**src/rtl/ook_modem_pkg.sv**
```systemverilog
package ook_modem_pkg;

  // Clock and oscillator chain
  localparam int CLK_HZ      = 50_000_000;
  localparam int OSC_HZ      = 2_000_000;
  localparam int OSC_DIV     = CLK_HZ / OSC_HZ;
  localparam int PRE_DIV     = 8;
  localparam int CAR_DIV     = 4;
  localparam int CAR_HALF    = CAR_DIV / 2;
  localparam int CARRIER_HZ  = OSC_HZ / (PRE_DIV * CAR_DIV);
  localparam int BAUD        = 9600;
  localparam int CARRIER_MIN = 48_000;

  // One delay tick is one period of the divided oscillator
  localparam int TICK_NS     = (1_000_000_000 / OSC_HZ) * PRE_DIV;

  // Delay times and their tick counts, least times rounded up
  localparam int REBIAS_NS   = 24_000;
  localparam int DEMOD_NS    = 16_000;
  localparam int STRETCH_NS  = 16_000;
  localparam int DLY_W       = 8;
  localparam logic [DLY_W-1:0] REBIAS_TICKS  =
    DLY_W'((REBIAS_NS + TICK_NS - 1) / TICK_NS);
  localparam logic [DLY_W-1:0] DEMOD_TICKS   =
    DLY_W'((DEMOD_NS + TICK_NS - 1) / TICK_NS);
  localparam logic [DLY_W-1:0] STRETCH_TICKS =
    DLY_W'((STRETCH_NS + TICK_NS - 1) / TICK_NS);

  // Register map, byte addresses
  localparam int ADDR_W = 8;
  localparam logic [ADDR_W-1:0] OFS_DLY_REBIAS  = 8'h00;
  localparam logic [ADDR_W-1:0] OFS_DLY_DEMOD   = 8'h04;
  localparam logic [ADDR_W-1:0] OFS_DLY_STRETCH = 8'h08;
  localparam logic [ADDR_W-1:0] OFS_STATUS      = 8'h0c;
  localparam logic [ADDR_W-1:0] OFS_PULSE_CNT   = 8'h10;

  // Status fields
  localparam int ST_TX_ACTIVE = 0;
  localparam int ST_RX_OPEN   = 1;
  localparam int ST_DEMOD_LOW = 2;
  localparam int ST_RX_LEVEL  = 3;
  localparam int ST_CAR_SEEN  = 8;

  localparam int CNT_W = 16;

endpackage : ook_modem_pkg

```
**src/rtl/clk_divider.sv**
```systemverilog
`timescale 1ns/1ns
`default_nettype none

module clk_divider #(
  parameter int DIV = 25
) (
  // Clock and reset
  input  wire logic clk,
  input  wire logic rst,
  // Enable in, divided pulse out
  input  wire logic en,
  output logic      tick
);

  localparam int CW = (DIV > 1) ? $clog2(DIV) : 1;

  generate
    if (DIV < 1)
    begin : g_chk
      $error("clk_divider: DIV must be at least 1");
    end
  endgenerate

  logic [CW-1:0] cnt_r;
  wire           wrap = (cnt_r == CW'(DIV - 1));

  always_ff @(posedge clk or posedge rst)
  begin
    if (rst)
    begin
      cnt_r <= '0;
      tick  <= 1'b0;
    end
    else
    begin
      tick <= en & wrap;
      if (en)
        cnt_r <= wrap ? '0 : cnt_r + CW'(1);
    end
  end

endmodule : clk_divider

`default_nettype wire

```
**src/rtl/edge_delay.sv**
```systemverilog
`timescale 1ns/1ns
`default_nettype none

// Delays one edge of din by load+1 ticks; the other edge passes at once.
// FALL=0 delays rising edges, FALL=1 delays falling edges.
module edge_delay #(
  parameter int W    = 8,
  parameter bit FALL = 1'b0
) (
  // Clock and reset
  input  wire logic         clk,
  input  wire logic         rst,
  // Timing
  input  wire logic         tick,
  input  wire logic [W-1:0] load,
  // Signal
  input  wire logic         din,
  input  wire logic         retrig,
  output logic              dout
);

  generate
    if (W < 1)
    begin : g_chk
      $error("edge_delay: W must be at least 1");
    end
  endgenerate

  logic [W-1:0] cnt_r;
  logic         hit_r;
  wire          act = din ^ FALL;

  // Counting from load to zero takes load+1 ticks: never shorter than set
  always_ff @(posedge clk or posedge rst)
  begin
    if (rst)
    begin
      cnt_r <= '0;
      hit_r <= 1'b0;
    end
    else if (!act || retrig)
    begin
      cnt_r <= load;
      hit_r <= 1'b0;
    end
    else if (!hit_r && tick)
    begin
      if (cnt_r == '0)
        hit_r <= 1'b1;
      else
        cnt_r <= cnt_r - W'(1);
    end
  end

  assign dout = hit_r ^ FALL;

endmodule : edge_delay

`default_nettype wire

```
**src/rtl/ook_powerline_modem.sv**
```systemverilog
// How it works
// - Transmit input low: drive carrier, pin output
// - Transmit input high: pin floats, no carrier
// - Carrier is 2 MHz divided by eight, four
// - 9600 baud link, carrier above 48 kHz
// - Oscillator chain always runs, no power-down
// - Wait 24 us after transmit before demodulating
// - Receive forced idle while blank delay input low
// - Pulse edges hold low; 16 us rise delay
// - 16 us fall delay restores low length
// - Transmit input idles high, single-sample, no filter
// - Receive output driven both ways from flop
// - Carrier present means low, absent means high
`timescale 1ns/1ns
`default_nettype none

module ook_powerline_modem (
  // Clock and reset
  input  wire logic        MCLK,
  input  wire logic        RESET,
  // APB slave
  input  wire logic        PSEL,
  input  wire logic        PENABLE,
  input  wire logic        PWRITE,
  input  wire logic [7:0]  PADDR,
  input  wire logic [31:0] PWDATA,
  output logic      [31:0] PRDATA,
  output logic             PREADY,
  output logic             PSLVERR,
  // Local UART
  input  wire logic        UART_TX,
  output logic             UART_RX,
  // Power line pin
  input  wire logic        LINE_IO_I,
  output logic             LINE_IO_O,
  output logic             LINE_IO_OE
);

  localparam int DW = ook_modem_pkg::DLY_W;
  localparam int CW = ook_modem_pkg::CNT_W;

  generate
    if (ook_modem_pkg::CARRIER_HZ <= ook_modem_pkg::CARRIER_MIN ||
        ook_modem_pkg::CARRIER_MIN < 5 * ook_modem_pkg::BAUD)
    begin : g_chk
      $error("carrier too slow for the serial rate");
    end
  endgenerate

  // Oscillator chain, never gated
  logic osc_tick;
  logic pre_tick;
  logic half_tick;
  logic carrier_r;

  clk_divider #(.DIV(ook_modem_pkg::OSC_DIV)) u_osc (
    .clk  (MCLK),
    .rst  (RESET),
    .en   (1'b1),
    .tick (osc_tick)
  );

  clk_divider #(.DIV(ook_modem_pkg::PRE_DIV)) u_pre (
    .clk  (MCLK),
    .rst  (RESET),
    .en   (osc_tick),
    .tick (pre_tick)
  );

  clk_divider #(.DIV(ook_modem_pkg::CAR_HALF)) u_car (
    .clk  (MCLK),
    .rst  (RESET),
    .en   (pre_tick),
    .tick (half_tick)
  );

  always_ff @(posedge MCLK or posedge RESET)
  begin
    if (RESET)
      carrier_r <= 1'b0;
    else if (half_tick)
      carrier_r <= ~carrier_r;
  end

  // Transmit side. The pad pull-up keeps an open input high; here the
  // sample resets high too so a fresh part starts in receive mode.
  logic tx_r;
  logic line_q;

  always_ff @(posedge MCLK or posedge RESET)
  begin
    if (RESET)
      tx_r <= 1'b1;
    else
      tx_r <= UART_TX;
  end

  always_ff @(posedge MCLK or posedge RESET)
  begin
    if (RESET)
    begin
      LINE_IO_OE <= 1'b0;
      LINE_IO_O  <= 1'b0;
    end
    else
    begin
      LINE_IO_OE <= ~tx_r;
      LINE_IO_O  <= ~tx_r & carrier_r;
    end
  end

  // Receive side
  logic [DW-1:0] dly_rebias_r;
  logic [DW-1:0] dly_demod_r;
  logic [DW-1:0] dly_stretch_r;
  logic          rx_open;
  logic          demod_idle;
  logic          stretch_out;

  always_ff @(posedge MCLK or posedge RESET)
  begin
    if (RESET)
      line_q <= 1'b0;
    else
      line_q <= LINE_IO_I;
  end

  // Own carrier is ignored: edges count only while the pin floats
  wire pulse_edge = (LINE_IO_I != line_q) & ~LINE_IO_OE;
  wire rx_edge    = pulse_edge & rx_open;

  edge_delay #(.W(DW), .FALL(1'b0)) u_rebias_blank_delay (
    .clk    (MCLK),
    .rst    (RESET),
    .tick   (pre_tick),
    .load   (dly_rebias_r),
    .din    (tx_r),
    .retrig (1'b0),
    .dout   (rx_open)
  );

  edge_delay #(.W(DW), .FALL(1'b0)) u_demod_rise_delay (
    .clk    (MCLK),
    .rst    (RESET),
    .tick   (pre_tick),
    .load   (dly_demod_r),
    .din    (1'b1),
    .retrig (rx_edge),
    .dout   (demod_idle)
  );

  edge_delay #(.W(DW), .FALL(1'b1)) u_stretch_fall_delay (
    .clk    (MCLK),
    .rst    (RESET),
    .tick   (pre_tick),
    .load   (dly_stretch_r),
    .din    (demod_idle),
    .retrig (1'b0),
    .dout   (stretch_out)
  );

  // Gate is high while the blank delay input is low or still timing
  wire rx_gate = ~tx_r | ~rx_open;
  wire rx_nxt  = rx_gate | stretch_out;

  always_ff @(posedge MCLK or posedge RESET)
  begin
    if (RESET)
      UART_RX <= 1'b1;
    else
      UART_RX <= rx_nxt;
  end

  // APB slave: one wait state, registered answer
  logic          car_seen_r;
  logic [CW-1:0] pulse_cnt_r;

  wire setup_acc = PSEL & PENABLE & ~PREADY;
  wire done_acc  = PSEL & PENABLE & PREADY;
  wire wr_acc    = done_acc & PWRITE;

  wire hit_rebias  = (PADDR == ook_modem_pkg::OFS_DLY_REBIAS);
  wire hit_demod   = (PADDR == ook_modem_pkg::OFS_DLY_DEMOD);
  wire hit_stretch = (PADDR == ook_modem_pkg::OFS_DLY_STRETCH);
  wire hit_status  = (PADDR == ook_modem_pkg::OFS_STATUS);
  wire hit_cnt     = (PADDR == ook_modem_pkg::OFS_PULSE_CNT);
  wire hit_any     = hit_rebias | hit_demod | hit_stretch |
                     hit_status | hit_cnt;

  logic [31:0] status_w;
  always_comb
  begin
    status_w = 32'h0000_0000;
    status_w[ook_modem_pkg::ST_TX_ACTIVE] = LINE_IO_OE;
    status_w[ook_modem_pkg::ST_RX_OPEN]   = rx_open;
    status_w[ook_modem_pkg::ST_DEMOD_LOW] = ~demod_idle;
    status_w[ook_modem_pkg::ST_RX_LEVEL]  = UART_RX;
    status_w[ook_modem_pkg::ST_CAR_SEEN]  = car_seen_r;
  end

  wire [31:0] rd_data =
    hit_rebias  ? {{(32-DW){1'b0}}, dly_rebias_r}  :
    hit_demod   ? {{(32-DW){1'b0}}, dly_demod_r}   :
    hit_stretch ? {{(32-DW){1'b0}}, dly_stretch_r} :
    hit_status  ? status_w                          :
    hit_cnt     ? {{(32-CW){1'b0}}, pulse_cnt_r}   :
                  32'h0000_0000;

  always_ff @(posedge MCLK or posedge RESET)
  begin
    if (RESET)
    begin
      PREADY  <= 1'b0;
      PSLVERR <= 1'b0;
      PRDATA  <= 32'h0000_0000;
    end
    else
    begin
      PREADY  <= setup_acc;
      PSLVERR <= setup_acc & ~hit_any;
      if (setup_acc && !PWRITE)
        PRDATA <= rd_data;
    end
  end

  always_ff @(posedge MCLK or posedge RESET)
  begin
    if (RESET)
    begin
      dly_rebias_r  <= ook_modem_pkg::REBIAS_TICKS;
      dly_demod_r   <= ook_modem_pkg::DEMOD_TICKS;
      dly_stretch_r <= ook_modem_pkg::STRETCH_TICKS;
    end
    else if (wr_acc)
    begin
      if (hit_rebias)
        dly_rebias_r <= PWDATA[DW-1:0];
      if (hit_demod)
        dly_demod_r <= PWDATA[DW-1:0];
      if (hit_stretch)
        dly_stretch_r <= PWDATA[DW-1:0];
    end
  end

  // Event beats clear in the same cycle
  wire seen_clr = wr_acc & hit_status & PWDATA[ook_modem_pkg::ST_CAR_SEEN];
  wire cnt_clr  = wr_acc & hit_cnt;

  always_ff @(posedge MCLK or posedge RESET)
  begin
    if (RESET)
    begin
      car_seen_r  <= 1'b0;
      pulse_cnt_r <= '0;
    end
    else
    begin
      if (rx_edge)
        car_seen_r <= 1'b1;
      else if (seen_clr)
        car_seen_r <= 1'b0;
      if (rx_edge)
        pulse_cnt_r <= (cnt_clr ? '0 : pulse_cnt_r) + CW'(1);
      else if (cnt_clr)
        pulse_cnt_r <= '0;
    end
  end

endmodule : ook_powerline_modem

`default_nettype wire

```
**config.mk**
```make
export PLATFORM = sky130hd
export DESIGN_NAME = ook_powerline_modem
export DESIGN_NICKNAME = d
export VERILOG_FILES = /design/src/rtl/ook_modem_pkg.sv /design/src/rtl/clk_divider.sv /design/src/rtl/edge_delay.sv /design/src/rtl/ook_powerline_modem.sv
export SDC_FILE = /design/constraint.sdc
export NUM_CORES = 1
export LEC_CHECK = 0
export ABC_AREA = 1
export BUFFER_PORTS_ARGS = -buffer_cell sky130_fd_sc_hd__buf_2
export CAP_MARGIN = 30
export CORE_MARGIN = 2
export CORE_UTILIZATION = 26
export DETAILED_ROUTE_END_ITERATION = 12
export SYNTH_ARGS = -nofsm -noshare
export SYNTH_HDL_FRONTEND = slang
export SYNTH_SLANG_ARGS = --single-unit
```
**constraint.sdc**
```tcl
create_clock -name MCLK -period 3.7 [get_ports MCLK]
set_input_delay 0.74 -clock MCLK [delete_from_list [all_inputs] [get_ports MCLK]]
set_output_delay 0.74 -clock MCLK [all_outputs]
set_load 0.005 [all_outputs]
```
==> Word-level counts from Yosys, hierarchy flattened <==
Cells that the tools add are included.
{ "classes": {"add_sub_neg": 7, "eq_ne": 12, "muxes": 30, "bitwise": 27, "reduce_logical": 26} }
{ "op_table": {"columns": ["operator", "count"], "rows": [
  ["$mux W16", 7],
  ["$mux W8", 9],
  ["$logic_not A8 Y1", 4],
  ["$sub A8 B1 Y8 const B", 3],
  ["$reduce_and A2 Y1", 9],
  ["$add A16 B1 Y16 const B", 1],
  ["$eq A8 B4 Y1 const B", 2],
  ["$and A1 B1 Y1", 13],
  ["$mux W1", 12],
  ["$reduce_bool A2 Y1", 5],
  ["$eq A8 B3 Y1 const B", 1],
  ["$eq A8 B5 Y1 const B", 1],
  ["$not A1 Y1", 8],
  ["$ne A2 B2 Y1 const B", 3],
  ["$or A1 B1 Y1", 6],
  ["$add A5 B1 Y5 const B", 1],
  ["$eq A5 B5 Y1 const B", 1],
  ["$mux W5", 1],
  ["$logic_and A1 B1 Y1", 4],
  ["$logic_not A1 Y1", 4],
  ["$ne A2 B1 Y1 const B", 2],
  ["$add A3 B1 Y3 const B", 1],
  ["$eq A3 B3 Y1 const B", 1],
  ["$mux W3", 1],
  ["other kinds (2)", 2]
]} }
{ "word_totals": {"ff_bits": 120, "input_bits": 47, "elab_cells": 128} }

==> Depth between registers and ports, before layout <==
Gate-level depths: netlist of run 1.
{ "logic_depth": {"ltp_word": 7, "depth_mapped": 15, "mapped_depth_nobuf": 14} }

==> By module <==
Synthesis of run 1 repeated with hierarchy kept, for this count alone.
{ "hier_totals": {"hier_cells": 786, "hier_area_um2": 5914.4} }
{ "modules_own_cells": {"columns": ["module", "instances", "cells_each", "area_each_um2"], "rows": [
  ["ook_powerline_modem", 1, 407, 3301.9],
  ["edge_delay (u_demod_rise_delay ...)", 2, 107, 679.4],
  ["edge_delay (u_stretch_fall_delay)", 1, 98, 691.9],
  ["clk_divider (u_osc)", 1, 37, 304.0],
  ["clk_divider (u_pre)", 1, 20, 177.7],
  ["clk_divider (u_car)", 1, 10, 80.1]
]} }

==> Least setup slack after synthesis of run 1 <==
OpenSTA, ideal clock, no wires.
{ "synth_timing": {"path_type": "input -> register", "from": "input port PADDR[0]", "to": "register pulse_cnt_r[10]", "setup_ns": 0.121, "t_arrival_ns": 2.165, "t_required_ns": 3.579, "setup_slack_ns": 1.414, "stages": 14, "n_path_buf": 1, "path_cell_list": "inv_1 > nand2_4 > nor2_4 > nand3_4 > buf_6 > inv_2 > nor2_1 > ha_1 > nand3_1 > nor2_1 > nand3_1 > nor2_1 > nand2_1 > xor2_1"} }
{ "synth_between": {"elab_chain_cells": 5} }
{ "synth_rtl": {"columns": ["element", "line", "text"], "rows": [
  ["start: declaration", "ook_powerline_modem.sv:25", "input wire logic [7:0] PADDR,"],
  ["$eq A8 B5 Y1 (*)", "ook_powerline_modem.sv:186", "wire hit_cnt = (PADDR == ook_modem_pkg::OFS_PULSE_CNT);"],
  ["$and A1 B1 Y1 (*)", "ook_powerline_modem.sv:247", "wire cnt_clr = wr_acc & hit_cnt;"],
  ["$mux W16 (*)", null, null],
  ["$add A16 B1 Y16", "ook_powerline_modem.sv:263", "pulse_cnt_r <= (cnt_clr ? '0 : pulse_cnt_r) + CW'(1);"],
  ["$mux W16 (*)", "ook_powerline_modem.sv:262", "if (rx_edge)"],
  ["end signal: assignment", "ook_powerline_modem.sv:263", null],
  ["end: declaration", "ook_powerline_modem.sv:176", "logic [CW-1:0] pulse_cnt_r;"]
]} }
Mark *: on every way between the ends. The rest lies on a longest branch, timed or not.
A chain may end at the register's enable or synchronous reset.

==> Worst setup path in the final report of run 1 <==
{ "layout_timing": {"from": "input port PADDR[3]", "to": "register pulse_cnt_r[10]"} }
Same word-level chain as after synthesis.

==> results.py, run 1 <==
metrics = {
    "routing": {
        "wl_met3_microns": 611,
        "met2_length_microns": 5800,
        "routed_via_density": 4.39,
        "wl_microns": 12800,
        "drt_iter0_drc": 166,
        "post_drt_wl_per_cell_microns": 12.9,
        "drt-pass1-iter-count": 7,
        "dr.max_layer_used": "met4",
        "wl_met1_microns": 6180,
        "vias": 4359,
        "ant_nets": 0,
        "drc": 0,
    },
    "placed_design": {
        "gp_congestion": 0.834,
        "dp_cells": 977,
        "portBuffers": 44,
        "pre_cts_slack_ns": 1.01,
        "placed_cell_area_sq_um": 5930,
        "hpwl_microns": 9580,
    },
    "critical_path": {
        "required_ns": 3.94,
        "crit_arrival_ns": 2.58,
        "rr_startpoint": "PREADY",
        "crit_start": "PADDR[3]",
        "reg2reg_to": "pulse_cnt_r[10]",
        "worstSetupPathType": "in -> reg",
        "cp-end-kind": "flip-flop",
        "ff2ff_path_depth": 12,
        "cp_max_fo": 19,
        "r2r_setup_slack_ns": 1.53,
        "start_kind": "input port",
    },
    "clock_network": {
        "root_buffer": "clkbuf_16",
        "clkLatencyLatePin_ns": 0.35,
        "postCtsSetupBuffers": 0,
        "clk_pin_slew_worst_paths_ns": 0.07,
        "hold_buffers": 0,
        "cts.sinks": 104,
        "cts_made_buffers": 9,
        "ctsLongestPathBuffers": 2,
        "cts_resized": 0,
        "h-tree-depth": 3,
        "cts_tree": "built",
    },
    "finish": {
        "post-route-util_pct": 29.8,
        "drive_gt1_share_pct": 14.2,
        "syn_to_final_growth_pct": 13.5,
        "nets": 771,
        "n_antenna_cell": 0,
        "design_area_sq_um": 6200,
        "finalNonFillerCells": 993,
    },
    "yosys": {
        "yosysSeqAreaShare_pct": 47.8,
        "yosys.area.top_type": "dfrtp_1",
        "yosysWarnings": 0,
        "ys.flop_type": "dfrtp_1",
        "ys_ff_latch": 104,
        "yosysMostFrequentCell": "nand2_1",
        "synthTopCellsByArea": "dfrtp_1 (45%), nand2_1 (13%), inv_1 (5.4%), nand3_1 (4.4%), nor2_1 (3.7%)",
        "syn_area_sq_um": 5460,
        "synthCells": 668,
        "ys_async_sr_fraction_pct": 100,
        "ys_top_cells_by_count": "nand2_1 (192), dfrtp_1 (98), inv_1 (78)",
        "avgSynthCellArea_sq_um": 8.17,
        "synth-edff-count": 0,
        "synthDistinctLibCells": 41,
        "synth_top_area_share_pct": 44.9,
    },
    "hold_path": {
        "worstHoldStart": "u_car.tick",
        "hold_depth": 1,
        "hold_path_end": "carrier_r",
        "min_path_type": "reg -> reg",
    },
    "sta": {
        "slew_viol_final": 0,
        "timing.hold.ws_ns": 0.433,
        "tns_ns": 0,
        "layout_setup_ws_ns": 1.36,
        "max_freq_mhz": 427,
        "min_period_ns": 2.34,
        "worstMarginPinSlew_ns": 0.794,
        "rsz0062_at_grt": "false",
        "slew_headroom_pct": 47.1,
        "setup_viol": 0,
        "skew_ns": 0.00960,
        "finalHoldViolations": 0,
        "period_share_pct": 63.3,
    },
    "floorplan": {
        "io_pins": 84,
        "dieWidth_microns": 149,
        "die_y_microns": 149,
        "die_area_sq_um": 22200,
        "core_area_sq_um": 20800,
        "rows": 53,
        "start_util_pct": 26.2,
    },
    "pwr": {
        "power.leakage_nw": 3.10,
        "vdd_ir_drop_max_uv": 211,
        "power_mw": 2.53,
        "p_per_area_nw_per_um2": 408,
    },
    "grt": {
        "groute.usage.overall_pct": 11.9,
        "grt_pass1_vias": 3970,
        "grt_pass1_wl_microns": 20700,
        "grt-ovfl-total": 0,
        "grt_max_degree": 63,
        "antenna_found_initial": 1,
    },
    "outcome": {
        "status": "finished clean",
    },
    "job": {
        "maxCapViolations": 0,
    },
}
cell type report:
class	instances	area (sq um)
repair buffers	47	255
multi-input cells	469	2410
fillers	2246	14600
clock inverters	6	42.5
flip-flops and latches	104	2610
well taps	275	344
clock buffers	10	229
inverters	82	310
power breakdown:
| group | internal [mW] | switching [mW] | leakage, nW |
|---|---|---|---|
| logic | 0.126 | 0.239 | 1.61 |
| registers | 1.20 | 0.0664 | 1.36 |
| clock network | 0.460 | 0.442 | 0.129 |
worst max-delay path by stage:
stage	endpoint	depth (start not counted)
2_1_floorplan	LINE_IO_O	1
3_3_place_gp	pulse_cnt_r[10]	14
3_5_place_dp	pulse_cnt_r[10]	14
4_1_cts	pulse_cnt_r[10]	14
5_1_grt	pulse_cnt_r[10]	14
6_report	pulse_cnt_r[10]	14
critical path: stages:
cell     delay, ns
buf_2         0.14
inv_1         0.11
nand2_4       0.10
nor2_4        0.04
nand3_4       0.18
inv_2         0.12
nor2_1        0.15
ha_1          0.19
nand3_1       0.07
nor2_1        0.15
nand3_1       0.14
nor2_1        0.21
nand2_1       0.10
xor2_1        0.14
registers in the layout, summed over array words and instances (netlist names), 3 cells and up:
signal and cells:
u_demod_rise_delay.cnt_r 8, u_stretch_fall_delay.cnt_r 8, dly_demod_r 8, dly_stretch_r 8
u_pre.cnt_r 3, pulse_cnt_r 16, dly_rebias_r 8, u_rebias_blank_delay.cnt_r 8
u_osc.cnt_r 5, PRDATA 16
cell families after synthesis:
group / Yosys count / share of synthesized area (%)
AOI/OAI and AO/OA: 76 / 8.39
xor gates and xnor gates: 21 / 3.37
adders and majority gates: 11 / 2.52
buffers and inverters: 110 / 9.14
DFF: 104 / 47.8
muxes: 1 / 0.206
other: 1 / 0.0687
and+or+nand+nor: 344 / 28.5
metal layers:
metal / up-vias / global-route usage [%]
met4: 0 / 4.67
li1: 2210 / -
met3: 13 / 1.68
met2: 82 / 18.2
met1: 2054 / 17.0
met5: - / 0
placed cells by master, fill, tap and decap left out, types with 2 or more instances in the layout:
| master | Yosys | layout |
|---|---|---|
| nand3_2 | 2 | 2 |
| nand2_2 | 2 | 2 |
| o21ai_0 | 31 | 31 |
| nor3_4 | 3 | 3 |
| o2111ai_1 | 2 | 2 |
| clkbuf_16 | 0 | 9 |
| nand2_1 | 192 | 192 |
| xnor2_1 | 8 | 8 |
| conb_1 | 1 | 16 |
| nand3_1 | 48 | 48 |
| nor2_4 | 3 | 3 |
| o22ai_1 | 3 | 3 |
| inv_6 | 0 | 2 |
| clkinvlp_4 | 0 | 2 |
| o21ai_1 | 9 | 9 |
| o21ai_2 | 8 | 8 |
| dfstp_2 | 6 | 6 |
| inv_2 | 4 | 4 |
| nor2_2 | 4 | 4 |
| dfrtp_1 | 98 | 98 |
| o211ai_1 | 9 | 9 |
| nand4_1 | 16 | 16 |
| clkinv_2 | 0 | 2 |
| nor3_1 | 8 | 8 |
| buf_2 | 6 | 44 |
| inv_1 | 78 | 77 |
| ha_1 | 11 | 11 |
| nor2_1 | 54 | 54 |
| buf_4 | 17 | 2 |
| a21oi_1 | 9 | 9 |
| nand2_4 | 3 | 3 |
| nand3b_1 | 5 | 5 |
| xor2_1 | 13 | 13 |
(Power assumes the default switching activity.)
==> run 2: changes to the inputs <==
==> constraint.sdc (replaced) <==
create_clock -name MCLK -period 2 [get_ports MCLK]
set_input_delay 0.4 -clock MCLK [delete_from_list [all_inputs] [get_ports MCLK]]
set_output_delay 0.4 -clock MCLK [all_outputs]
set_load 0.005 [all_outputs]
==> run 2 against run 1 <==
Net effect: global-route usage rose by 0.55 points; sequential share of layout area fell by 1.5 points; sequential cell count did not move; routed wire length rose by 1.3%; largest power group unchanged; highest routed layer is now met5.
==> results.py, run 2 (synthesis gave the netlist of run 1 again) <==
metrics = {
    "outcome": {
        "status": "finished clean",
    },
    "finish": {
        "final_cell_mix": "nand2_1 (192), dfrtp_1 (98), inv_1 (77), nor2_1 (52), nand3_1 (48)",
        "nets": 791,
        "final_common_cell": "nand2_1",
        "syn_to_final_growth_pct": 17.6,
        "drive_gt1_share_pct": 16.7,
        "finalNonFillerCells": 1013,
        "fill_cells": 2261,
        "n_antenna_cell": 0,
        "reg_top3": "PRDATA x16, pulse_cnt_r x16",
    },
    "placed_design": {
        "pre_cts_slack_ns": 0.0173,
        "portBuffers": 44,
        "gp_congestion": 0.847,
        "hpwl_microns": 10000,
        "dp_cells": 997,
    },
    "job": {
        "maxCapViolations": 0,
    },
    "floorplan": {
        "die_y_microns": 149,
        "io_pins": 84,
        "dieWidth_microns": 149,
        "die_area_sq_um": 22200,
        "start_util_pct": 26.2,
        "core_area_sq_um": 20800,
        "rows": 53,
    },
    "critical_path": {
        "required_ns": 2.24,
        "crit_arrival_ns": 2.08,
        "reg2reg_to": "pulse_cnt_r[10]",
        "ff2ff_path_depth": 12,
        "crit_start": "PREADY",
        "worstSetupPathType": "reg -> reg",
        "rr_startpoint": "PREADY",
        "cp_max_fo": 3,
        "path_cells": "nand2_1 -> nor2_4 -> nand3_4 -> inv_2 -> nor2_1 -> ha_1 -> nand3_1 -> nor2_2 -> nand3_1 -> nor2_1 -> nand2_1 -> xor2_1",
        "worst_path_max_delay_cell": "dfrtp_1",
        "crit_end": "pulse_cnt_r[10]",
        "start_kind": "flip-flop",
        "r2r_setup_slack_ns": 0.17,
        "cp-end-kind": "flip-flop",
        "critPathMaxStageDelay_ns": 0.40,
    },
    "pwr": {
        "netSwitchingFraction_pct": 27.3,
        "vdd_ir_drop_max_uv": 346,
        "power.leakage_nw": 3.22,
        "pwr-share-clk_pct": 38.2,
        "comb_power_share_pct": 14.2,
        "p_int_mw": 3.57,
        "p_sw_mw": 1.34,
        "p_seq_share_pct": 47.6,
        "power_mw": 4.91,
        "p_per_area_nw_per_um2": 764,
    },
    "clock_network": {
        "postCtsSetupBuffers": 0,
        "hold_buffers": 0,
        "h-tree-depth": 3,
        "clkLatencyLatePin_ns": 0.35,
        "cts_tree": "built",
        "ctsLongestPathBuffers": 2,
        "root_buffer": "clkbuf_16",
        "clk_pin_slew_worst_paths_ns": 0.07,
        "cts.sinks": 104,
        "cts_made_buffers": 9,
    },
    "hold_path": {
        "min_path_type": "in -> async",
    },
    "grt": {
        "groute.usage.overall_pct": 12.5,
        "grt-ovfl-total": 0,
        "grt_max_degree": 33,
        "grt_pass1_wl_microns": 21900,
        "antenna_found_initial": 1,
        "grt_pass1_vias": 4362,
    },
    "routing": {
        "wl_met1_microns": 6120,
        "met2_length_microns": 6030,
        "dr.max_layer_used": "met5",
        "drc": 0,
        "vias": 4430,
        "drt-pass1-iter-count": 4,
        "drt_iter0_drc": 229,
        "post_drt_wl_per_cell_microns": 12.8,
        "wl_microns": 13000,
        "routed_via_density": 4.37,
        "ant_nets": 0,
        "wl_met3_microns": 534,
    },
    "sta": {
        "skew_ns": 0.00774,
        "max_freq_mhz": 545,
        "min_period_ns": 1.83,
        "setup_viol": 0,
        "rsz0062_at_grt": "false",
        "finalHoldViolations": 0,
        "slew_viol_final": 0,
        "worstMarginPinSlew_ns": 0.609,
        "layout_setup_ws_ns": 0.166,
        "timing.hold.ws_ns": 0.0794,
        "slew_headroom_pct": 59.1,
        "period_share_pct": 91.7,
        "tns_ns": 0,
    },
}
run 2: cell count changes in the layout (fill, tap and decap cells not counted), moves of 2 or more:
cell,previous run,this run
buf_4,2,20
buf_12,1,3
bufinv_16,0,2
inv_6,2,0
nor2_1,54,52
nor2_2,4,6
run 2: timing repair:
action,4_1_cts,5_1_grt
setup endpoints to repair,0,2
resized for setup,0,2
hold endpoints to repair,0,0
run 2: stage by stage:
step	instance area (sq um)	utilization [%]
2_1_floorplan	5520	-
3_3_place_gp	6100	29.3
3_5_place_dp	6100	29.3
4_1_cts	6420	30.8
5_1_grt	6420	30.8
6_report	6420	30.8
run 2: power groups by stage:
stage	logic, mW	clock network, mW	registers (mW)
after global routing	0.827	2.01	2.35
final	0.699	1.87	2.33
after CTS	0.709	1.93	2.33
after detailed placement	0.704	0	2.37
after floorplan	0.561	0	2.32
after global placement	0.692	0	2.37
run 2: critical path, delay by kind of cell, from the launching register on:
kind / cells / cell delay, ns
adder cells (fa/ha/maj): 1 / 0.19
AND/OR/NAND/NOR: 9 / 0.95
buffers and inverters: 1 / 0.04
flip-flops: 1 / 0.40
XOR/XNOR: 1 / 0.14
run 2: routing by layer:
layer | global-route usage (%) | up-vias
met1 | 16.8 | 2084
met5 | 0 | -
met2 | 20.3 | 78
met4 | 4.62 | 2
li1 | - | 2247
met3 | 1.96 | 19
run 2: final cells by class:
class / instances / area [sq um] / area share (%)
sequential: 104 / 2610 / 40.6
multi-input combinational: 469 / 2410 / 37.6
timing repair buffer: 67 / 430 / 6.70
tap: 275 / 344 / 5.36
inverter: 82 / 312 / 4.85
clock buffer: 11 / 233 / 3.62
clock inverter: 5 / 81.3 / 1.27
run 2: worst min-delay path by stage:
| stage | to | startpoint |
|---|---|---|
| final | u_stretch_fall_delay.cnt_r[1] | RESET |
| after global routing | u_stretch_fall_delay.cnt_r[1] | RESET |
| after CTS | u_stretch_fall_delay.cnt_r[1] | RESET |
| after detailed placement | UART_RX | u_stretch_fall_delay.hit_r |
| after global placement | carrier_r | u_car.tick |
| after floorplan | UART_RX | u_stretch_fall_delay.hit_r |
